`config.mk`:
```
export PLATFORM = sky130hd
export DESIGN_NAME = alarm_relay_controller
export DESIGN_NICKNAME = d
export VERILOG_FILES = /design/src/alarm_relay_pkg.sv /design/src/alarm_relay_controller.sv
export SDC_FILE = /design/constraint.sdc
export NUM_CORES = 1
export LEC_CHECK = 0
export CAP_MARGIN = 20
export CORE_ASPECT_RATIO = 1.5
export CORE_UTILIZATION = 42
export DETAILED_ROUTE_END_ITERATION = 8
export DONT_BUFFER_PORTS = 1
export GPL_ROUTABILITY_DRIVEN = 1
export PLACE_DENSITY = 0.65
export SKIP_LAST_GASP = 1
export SLEW_MARGIN = 20
export SYNTH_ARGS = -nofsm -noshare
export SYNTH_HDL_FRONTEND = slang
export SYNTH_SLANG_ARGS = --single-unit
```
`constraint.sdc`:
```
create_clock -name clk -period 6.3 [get_ports clk]
set_input_delay 0.315 -clock clk [delete_from_list [all_inputs] [get_ports clk]]
set_output_delay 0.315 -clock clk [all_outputs]
set_load 0.02 [all_outputs]
```
`src/alarm_relay_pkg.sv`:
```
// Package for the two-relay alarm controller.
// Assumes one 100 MHz clock and signed integer temperatures in display units.
package alarm_relay_pkg;

  // Clock rate and tick divider
  localparam int unsigned CLK_HZ          = 100_000_000;
  localparam int unsigned SECOND_S        = 1;
  localparam int unsigned SECOND_CYCLES   = CLK_HZ * SECOND_S;
  // Temperature word width
  localparam int unsigned TEMP_W          = 16;
  // Pulse length field width and limits, in seconds
  localparam int unsigned PULSE_W         = 7;
  localparam logic [6:0]  PULSE_MIN_S     = 7'h01;
  localparam logic [6:0]  PULSE_MAX_S     = 7'h64;
  localparam logic [6:0]  PULSE_RESET_S   = 7'h05;

  // Relay mode selector; accel valid only on relay one, timer only on relay two
  typedef enum logic [2:0] {
    relay_off,
    absolute_alarm_mode,
    offset_alarm_mode,
    accel_follow_mode,
    countdown_follow_mode
  } relay_mode_e;

  // Contact polarity
  typedef enum logic {
    close_on_alarm,
    open_on_alarm
  } polarity_e;

  // Relay action
  typedef enum logic [1:0] {
    follow_action,
    latch_action,
    single_shot_action
  } action_e;

  // Process control mode
  typedef enum logic [1:0] {
    mash_process,
    boil_process,
    distill_process
  } process_e;

  // Per-relay configuration
  typedef struct packed {
    relay_mode_e              mode;
    polarity_e                polarity;
    action_e                  action;
    logic                     powerup_mute;
    logic                     upper_on;
    logic signed [TEMP_W-1:0] upper_limit;
    logic                     lower_on;
    logic signed [TEMP_W-1:0] lower_limit;
    logic [TEMP_W-1:0]        release_band;
    logic [PULSE_W-1:0]       pulse_seconds;
  } relay_cfg_s;

  // Shared process inputs
  typedef struct packed {
    process_e                 process;
    logic signed [TEMP_W-1:0] measured_temp;
    logic signed [TEMP_W-1:0] target_temp;
    logic signed [TEMP_W-1:0] boil_heatup_threshold;
    logic signed [TEMP_W-1:0] boil_countdown_start_temp;
    logic signed [TEMP_W-1:0] mash_countdown_start_temp;
    logic                     countdown_enable;
    logic                     countdown_done;
  } process_in_s;

endpackage

```
`src/alarm_relay_controller.sv`:
```
// Two-relay alarm controller: condition decode, action, polarity, power-up mute.
// Assumes all inputs synchronous to clk and held stable between ticks.
//
// What this block does
// - Accel mode exists only for relay one
// - Timer mode exists only for relay two
// - Absolute alarm: below low or reaching high, strictly above high outside mashing
// - Offset alarm around set point, mashing only
// - Accel: active below threshold or set point
// - Timer: active below start or done
// - Timer mode with countdown disabled: active unless power-up muted
// - Close-on-alarm: contacts close when active, default
// - Open-on-alarm: contacts open when active
// - Latch holds until reset or key
// - Single pulse of 1 to 100 seconds
// - Follow action tracks condition directly
// - Power-up mute blocks until release condition
// - Mute release: set point or boil start
// - Boil accel mute needs mashing set point reached
// - No mute release for timer or boil offset
// - Enabled keys cancel latch or follow only
// - Hysteresis band delays alarm release
// - Either limit may be switched off
`timescale 1ns/1ps

module alarm_relay_controller
  import alarm_relay_pkg::*;
#(
  parameter int unsigned SECOND_COUNT = SECOND_CYCLES  // Cycles per one-second tick
) (
  // Clock and reset
  input  wire logic        clk,
  input  wire logic        rst,
  // System tick, one-cycle pulse at evaluation rate
  input  wire logic        tick,
  // Process inputs
  input  wire process_in_s proc_in,
  // Relay configuration
  input  wire relay_cfg_s  relay_one_cfg,
  input  wire relay_cfg_s  relay_two_cfg,
  // Operator keys
  input  wire logic        key_enable,
  input  wire logic        relay_one_key,
  input  wire logic        relay_two_key,
  // Relay outputs
  output logic             relay_one_contact,
  output logic             relay_two_contact,
  output logic [1:0]       relay_active
);

  // Second strobe divider width
  localparam int unsigned SEC_W = $clog2(SECOND_COUNT + 1);

  // Per-relay state
  logic [1:0]               high_alarm_reg;    // Upper alarm held
  logic [1:0]               low_alarm_reg;     // Lower alarm held
  logic [1:0]               cond_prev_reg;     // Condition at previous tick
  logic [1:0]               latched_reg;       // Latch hold
  logic [1:0]               cancel_reg;        // Key cancel until condition clears
  logic [1:0]               mute_met_reg;      // Mute release seen
  logic [1:0]               active_reg;        // Final active state
  logic [PULSE_W-1:0]       pulse_cnt_reg [2]; // Seconds left in pulse
  logic [SEC_W-1:0]         sec_cnt_reg;       // One-second divider
  logic                     sec_pulse;         // One-cycle second strobe

  // Clamp pulse length to its legal span
  function automatic logic [PULSE_W-1:0] clamp_pulse(input logic [PULSE_W-1:0] s);
    if (s < PULSE_MIN_S) begin
      return PULSE_MIN_S;
    end else if (s > PULSE_MAX_S) begin
      return PULSE_MAX_S;
    end else begin
      return s;
    end
  endfunction

  // Second strobe so pulse lengths are in seconds regardless of tick rate
  always_ff @(posedge clk) begin
    if (rst) begin
      sec_cnt_reg <= '0;
    end else if (sec_cnt_reg == SEC_W'(SECOND_COUNT - 1)) begin
      sec_cnt_reg <= '0;
    end else begin
      sec_cnt_reg <= sec_cnt_reg + 1'b1;
    end
  end
  assign sec_pulse = (sec_cnt_reg == SEC_W'(SECOND_COUNT - 1));

  // Shared views of the process inputs
  logic signed [TEMP_W:0] pv;
  logic signed [TEMP_W:0] sv;
  logic                   mashing;
  assign pv      = {proc_in.measured_temp[TEMP_W-1], proc_in.measured_temp};
  assign sv      = {proc_in.target_temp[TEMP_W-1], proc_in.target_temp};
  assign mashing = (proc_in.process == mash_process);

  genvar r;
  generate
    for (r = 0; r < 2; r++) begin : g_relay
      relay_cfg_s             cfg;
      logic                   key;
      logic signed [TEMP_W:0] hi_thr;       // High trip point
      logic signed [TEMP_W:0] lo_thr;       // Low trip point
      logic signed [TEMP_W:0] band;         // Release band widened
      logic                   hi_trip;
      logic                   hi_clear;
      logic                   lo_trip;
      logic                   lo_clear;
      logic                   hi_next;
      logic                   lo_next;
      logic                   cond;         // Raw relay condition
      logic                   mute_release; // Mute end condition now
      logic                   muted;
      logic                   gated;        // Condition after mute
      logic                   rise;
      logic                   key_ok;
      logic                   act_next;

      assign cfg  = (r == 0) ? relay_one_cfg : relay_two_cfg;
      assign key  = (r == 0) ? relay_one_key : relay_two_key;
      assign band = {1'b0, cfg.release_band};

      // Trip points: absolute limits or offsets from set point
      always_comb begin
        if (cfg.mode == offset_alarm_mode) begin
          hi_thr = sv + {cfg.upper_limit[TEMP_W-1], cfg.upper_limit};
          lo_thr = sv - {cfg.lower_limit[TEMP_W-1], cfg.lower_limit};
        end else begin
          hi_thr = {cfg.upper_limit[TEMP_W-1], cfg.upper_limit};
          lo_thr = {cfg.lower_limit[TEMP_W-1], cfg.lower_limit};
        end
      end

      // Mashing and offset trip at or above high; absolute outside mashing strictly above
      assign hi_trip  = cfg.upper_on &&
                        ((mashing || cfg.mode == offset_alarm_mode) ? (pv >= hi_thr)
                                                                    : (pv > hi_thr));
      assign lo_trip  = cfg.lower_on && (pv < lo_thr);
      // Release only past the band
      assign hi_clear = pv < (hi_thr - band);
      assign lo_clear = pv >= (lo_thr + band);
      assign hi_next  = cfg.upper_on && (hi_trip || (high_alarm_reg[r] && !hi_clear));
      assign lo_next  = cfg.lower_on && (lo_trip || (low_alarm_reg[r] && !lo_clear));

      // Condition per mode
      always_comb begin
        case (cfg.mode)
          absolute_alarm_mode: begin
            cond = hi_next || lo_next;
          end
          offset_alarm_mode: begin
            cond = mashing && (hi_next || lo_next);
          end
          accel_follow_mode: begin
            if (r != 0) begin
              cond = 1'b0;
            end else if (mashing) begin
              cond = pv < sv;
            end else begin
              cond = pv < {proc_in.boil_heatup_threshold[TEMP_W-1],
                           proc_in.boil_heatup_threshold};
            end
          end
          countdown_follow_mode: begin
            if (r != 1) begin
              cond = 1'b0;
            end else if (!proc_in.countdown_enable) begin
              cond = 1'b1;
            end else if (mashing) begin
              cond = (pv < {proc_in.mash_countdown_start_temp[TEMP_W-1],
                            proc_in.mash_countdown_start_temp})
                     || proc_in.countdown_done;
            end else begin
              cond = (pv < {proc_in.boil_countdown_start_temp[TEMP_W-1],
                            proc_in.boil_countdown_start_temp})
                     || proc_in.countdown_done;
            end
          end
          default: begin
            cond = 1'b0;
          end
        endcase
      end

      // Mute release condition per mode
      always_comb begin
        case (cfg.mode)
          absolute_alarm_mode: begin
            mute_release = mashing ? (pv >= sv)
                         : (pv >= {proc_in.boil_countdown_start_temp[TEMP_W-1],
                                   proc_in.boil_countdown_start_temp});
          end
          offset_alarm_mode: begin
            mute_release = mashing && (pv >= sv);
          end
          accel_follow_mode: begin
            mute_release = pv >= sv;
          end
          default: begin
            mute_release = 1'b0;
          end
        endcase
      end

      assign muted  = cfg.powerup_mute && !mute_met_reg[r];
      assign gated  = cond && !muted;
      assign rise   = gated && !cond_prev_reg[r];
      assign key_ok = key_enable && key && (cfg.action != single_shot_action);

      // Hysteresis alarm state, updated on tick
      always_ff @(posedge clk) begin
        if (rst) begin
          high_alarm_reg[r] <= 1'b0;
          low_alarm_reg[r]  <= 1'b0;
        end else if (tick) begin
          high_alarm_reg[r] <= hi_next;
          low_alarm_reg[r]  <= lo_next;
        end
      end

      // Mute release is sticky once seen
      always_ff @(posedge clk) begin
        if (rst) begin
          mute_met_reg[r] <= 1'b0;
        end else if (tick && mute_release) begin
          mute_met_reg[r] <= 1'b1;
        end
      end

      // Edge memory for pulse start
      always_ff @(posedge clk) begin
        if (rst) begin
          cond_prev_reg[r] <= 1'b0;
        end else if (tick) begin
          cond_prev_reg[r] <= gated;
        end
      end

      // Latch: sets on condition, released only by reset or key
      always_ff @(posedge clk) begin
        if (rst) begin
          latched_reg[r] <= 1'b0;
        end else if (key_ok) begin
          latched_reg[r] <= 1'b0;
        end else if (tick && gated && cfg.action == latch_action) begin
          latched_reg[r] <= 1'b1;
        end
      end

      // Key cancel in follow action lasts until the condition drops
      always_ff @(posedge clk) begin
        if (rst) begin
          cancel_reg[r] <= 1'b0;
        end else if (key_ok && cfg.action == follow_action) begin
          cancel_reg[r] <= 1'b1;
        end else if (tick && !gated) begin
          cancel_reg[r] <= 1'b0;
        end
      end

      // Pulse counter in seconds; a key press does not cut it short
      always_ff @(posedge clk) begin
        if (rst) begin
          pulse_cnt_reg[r] <= '0;
        end else if (tick && rise && cfg.action == single_shot_action) begin
          pulse_cnt_reg[r] <= clamp_pulse(cfg.pulse_seconds);
        end else if (sec_pulse && pulse_cnt_reg[r] != '0) begin
          pulse_cnt_reg[r] <= pulse_cnt_reg[r] - 1'b1;
        end
      end

      // Action select
      always_comb begin
        case (cfg.action)
          latch_action: begin
            act_next = latched_reg[r] || (gated && !key_ok);
          end
          single_shot_action: begin
            act_next = pulse_cnt_reg[r] != '0;
          end
          default: begin
            act_next = gated && !cancel_reg[r] && !key_ok;
          end
        endcase
      end

      // Registered active state
      always_ff @(posedge clk) begin
        if (rst) begin
          active_reg[r] <= 1'b0;
        end else begin
          active_reg[r] <= act_next;
        end
      end
    end
  endgenerate

  // Contact drive from polarity; reset shows inactive contacts per default
  always_ff @(posedge clk) begin
    if (rst) begin
      relay_one_contact <= 1'b0;
      relay_two_contact <= 1'b0;
    end else begin
      relay_one_contact <= act_next_pol(active_reg[0], relay_one_cfg.polarity);
      relay_two_contact <= act_next_pol(active_reg[1], relay_two_cfg.polarity);
    end
  end

  // Contact closed when active for close-on-alarm, open when active otherwise
  function automatic logic act_next_pol(input logic act, input polarity_e pol);
    return (pol == open_on_alarm) ? !act : act;
  endfunction

  assign relay_active = active_reg;

endmodule

```
* Yosys cells after proc, flatten, opt, wreduce, memory -nomap -nowiden
Memory sizes are Yosys's and may differ from the RTL's.
Cells that the tools add are included.
** Word-level totals
- Register bits after elaboration :: 43
- Bits in writable memories :: 14
- Bits of input ports :: 218
- Output and inout bits :: 4
- Word-level logic and storage cells :: 204
- Memories :: 1
** Operators by class
- Add/sub/neg operators :: 11
- Magnitude comparators :: 20
- Equality and inequality tests :: 14
- Muxes and demuxes :: 50
- Bitwise operators :: 4
- Reductions and logical operators :: 87
** Memories
- pulse_cnt_reg :: depth 2, width 7, rd ports 2, clocked after memory_dff 0, write ports 2, line alarm_relay_controller.sv:62 : logic [PULSE_W-1:0] pulse_cnt_reg [2];
** Operators by type and width (number)
- 7-bit 2-to-1 mux :: 12
- 16-bit by 17-bit greater-or-equal comparator with 1-bit output :: 4
- 16-bit by 17-bit less-than comparator with 1-bit output :: 4
- 17-bit 2-to-1 mux :: 4
- 17-bit less-than comparator :: 3
- 1-bit logical AND :: 47
- 16-bit by 16-bit adder with 17-bit output :: 2
- 17-bit adder :: 2
- 16-bit by 17-bit greater-than comparator with 1-bit output :: 2
- 16-bit by 16-bit subtractor with 17-bit output :: 2
- 17-bit subtractor :: 2
- 1-bit 2-to-1 mux :: 28
- 27-bit by 1-bit adder with 27-bit output, second input constant :: 1
- 27-bit == test, second input constant :: 1
- 1-bit zero test :: 18
- 17-bit greater-or-equal comparator :: 1
- 16-bit greater-or-equal comparator :: 1
- 16-bit less-than comparator :: 1
- 7-bit greater-than comparator, second input constant :: 2
- 7-bit by 1-bit less-than comparator with 1-bit output, second input constant :: 2
- 7-bit nonzero test :: 2
- 7-bit by 1-bit subtractor with 7-bit output, second input constant :: 2
- 3-bit by 2-bit == test with 1-bit output, second input constant :: 4
- 1-bit logical OR :: 12
- other kinds (11) :: 27

* Depth between registers and ports, before layout
- Word-level depth :: 20
- Mapped depth :: 31
- Depth with buffers taken out :: 30

* Worst setup path after synthesis
Ideal clock, no wire load.
- Path type :: input-to-reg
- Start :: input proc_in[50] (netlist name)
- End :: memory pulse_cnt_reg[0][0] (enable)
- Setup time :: 332 ps
- Arrival time :: 5361 ps
- Required time :: 5968 ps
- Slack :: 608 ps
- Stages :: 27
- Path buffers :: 1
- Cells stage by stage :: inv_1 ha_1 fa_1 nor2b_1 o31a_1 o21a_1 a21oi_1 xnor2_1 a21o_1 ha_1 nand3_1 nand2_1 a41o_1 o41ai_1 o2111ai_1 a21oi_1 xor2_1 ha_1 and4bb_1 o21ai_1 a2111o_1 or3_1 nand3_1 nand3_1 a211o_1 buf_2 nand3b_1
** RTL lines
- from (decl) :: line alarm_relay_controller.sv:37 : input wire process_in_s proc_in,
- to (decl) :: line alarm_relay_controller.sv:62

==> metrics.cfg <==
[outcome]
status = finished, final reports clean

[cts]
cts.htree.levels = 3
clock_latency_ns = 0.33
clkTransAtPathRegs_ns = 0.05
cts_sinks = 57
cts_inserted_buffers = 9
cts_tree = built
cts-root-buf = clkbuf_16
cts.path.max_buffers = 2

[synth]
ys.warnings.count = 0
syn_nets = 2525
synth_area_per_cell_um2 = 7.33
synth.largest_area_cell = ha_1
synth_top_area_share_pct = 29.2
yosys-top-cells-count = ha_1, inv_1, nand2_1
yosysMostFrequentCell = ha_1
syn-cell-area_um2 = 14400
ys_ff_latch = 57
yosys_most_used_dff = dfxtp_1
yosys.cell_types.count = 80
synth-edff-count = 14
seq_area_frac_synth_pct = 8.90
ys_top_cells_by_area = ha_1, inv_1, dfxtp_1, nand2_1, nor2_1
async_flop_share_pct = 0
syn-instance-count = 1963

[routing]
routed_wl_mm = 47.9
postRouteAntennaNets = 0
drt_first_pass_iters = 5
viasPerCell = 5.99
vias = 14366
routedWlPerCell_um = 19.9
first_iter_violations = 796
drc_errors = 0

[placement]
globalplace.congestion = 0.925
placedCellCount = 2382
hpwlAfterDp_mm = 40.1
port_buffers = 0

[floorplanning]
ios = 222
start_util_pct = 42.9
die_x_um = 153
core-area_um2 = 33500
die_h_um = 229
dieArea_um2 = 35000
row_count = 82

[timing]
min_period_ns = 5.93
relSlewSlack_pct = 49.2
timing.hold.ws_ns = 0.0602
skew_ns = 0.00412
hold_viol = 0
tightest_slew_ns = 0.753
drv_slew = 0
rsz0062_at_grt = no
fmax_mhz = 169
period_share_pct = 94.1
setup_viol = 0

[setup_path]
critical_path_required_ns = 6.38
critPathArrivalTime_ns = 6.01
critPathLaunchType = input pin
cp-end-kind = flip-flop
path_class = input pin to flip-flop
cpPeakStageDelay_ns = 0.41
ff2ff_path_depth = 9
cp_common_cell = ha_1
cp_max_fo = 8
slowest_stage = nor4_1

[grt]
gr-usage-all-layers_pct = 26.8
use_met2_pct = 49.2
grt_pass1_vias = 14089
grt_overflow = 0
grt_use_met3_pct = 5.50
grt_busiest_layer = met2
met1_usage_pct = 29.3
grt_max_degree = 41
antenna_found_initial = 1
grt_pass1_wl_mm = 73.8

[flow_run]
cap_violations = 0

[power_and_ir_drop]
fin_total_pwr_w = 0.00221
p_per_area_nw_per_um2 = 144
ir_drop_mv = 0.142
p_leak_nw = 7.70

[layout]
largest_register_ffs = 27
nets = 2536
layout-drive-gt1-share_pct = 3.23
final_cell_count_no_fill = 2400
area_delta_synth_final_pct = 6.58

[worst_hold_path]
worstHoldPathCells = 1
min_path_type = input pin to flip-flop

## placed cells by master, fill, tap and decap left out, types with 11 or more instances in the layout
cell type	n
ha_1	336
inv_1	233
nand2_1	185
nor2_1	177
a21oi_1	126
o21ai_0	92
xor2_1	72
nand3_1	59
a21o_1	58
nor3_1	57
xnor2_1	55
dfxtp_1	43
o21a_1	31
nand4_1	30
nor2b_1	28
or3_1	27
nand2b_1	26
a211oi_1	26
and3_1	24
buf_4	24
a31oi_1	19
o31ai_1	17
edfxtp_1	14
o211ai_1	13
and2_1	12
mux2i_1	11
## repair_timing
item | in CTS | in global routing
resized for setup | 0 | 5
setup endpoints to repair | 0 | 14
hold buffers | 0 | 0
setup buffers | 0 | 1
## cell families after synthesis
group                    share of synthesized area [%]
buffers and inverters                             6.77
AND/OR/NAND/NOR                                   22.6
XOR/XNOR                                          7.73
adder cells (fa/ha/maj)                           30.3
flip-flops                                        8.90
AO/OA/AOI/OAI                                     22.3
multiplexers                                      1.42
## per-stage QoR
| stage | area, um2 | util (%) | setup WS (ns) | setup TNS (ns) |
|---|---|---|---|---|
| CTS | 15300 | 45.6 | 0.275 | 0 |
| finish | 15300 | 45.7 | 0.369 | 0 |
| global placement | 15000 | 44.8 | 0.00891 | 0 |
| floorplan | 14400 | - | 0.608 | 0 |
| detailed placement | 15000 | 44.8 | -0.0816 | -0.570 |
| global route | 15300 | 45.7 | 0.0108 | 0 |
## worst paths after layout
path,from,to,slack [ns]
worst max-delay path,proc_in[50],pulse_cnt_reg[0][6],0.37
worst min-delay path,rst,cancel_reg[0],0.06
worst max register to register,low_alarm_reg[0],pulse_cnt_reg[0][2],3.62
worst min register to register,cancel_reg[1],cancel_reg[1],0.47
## power by group
group | leakage [nW] | internal (W) | switching [W]
Clock | 0.144 | 0.000315 | 0.000162
Sequential | 0.493 | 0.000387 | 0.0000122
Combinational | 7.06 | 0.000595 | 0.000739
Total | 7.70 | 0.00130 | 0.000913
## critical path: cells and delay by family
family / cells / cell delay, ns
XOR/XNOR: 2 / 0.30
buffers and inverters: 1 / 0.07
AND/OR/NAND/NOR: 10 / 1.46
AO/OA/AOI/OAI: 12 / 2.44
multiplexers: 1 / 0.24
adder cells (fa/ha/maj): 4 / 1.19
## area by class of cell
type                            instances  area, um2
Antenna cell                            1       2.50
Clock buffer                           13        250
Clock inverter                          3       40.0
Fill cell                            3339      18200
Inverter                              234        882
Multi-Input combinational cell       1647      12200
Sequential cell                        57       1280
Tap cell                              420        526
Timing Repair Buffer                   25        200
## routing by layer
| layer | share of wire, % | routed length (um) |
|---|---|---|
| met5 | 0 | 0 |
| met1 | 38 | 18200 |
| met3 | 7.5 | 3610 |
| met4 | 5.2 | 2480 |
| met2 | 49 | 23600 |
Note: power is estimated with default switching activity, not from simulation.
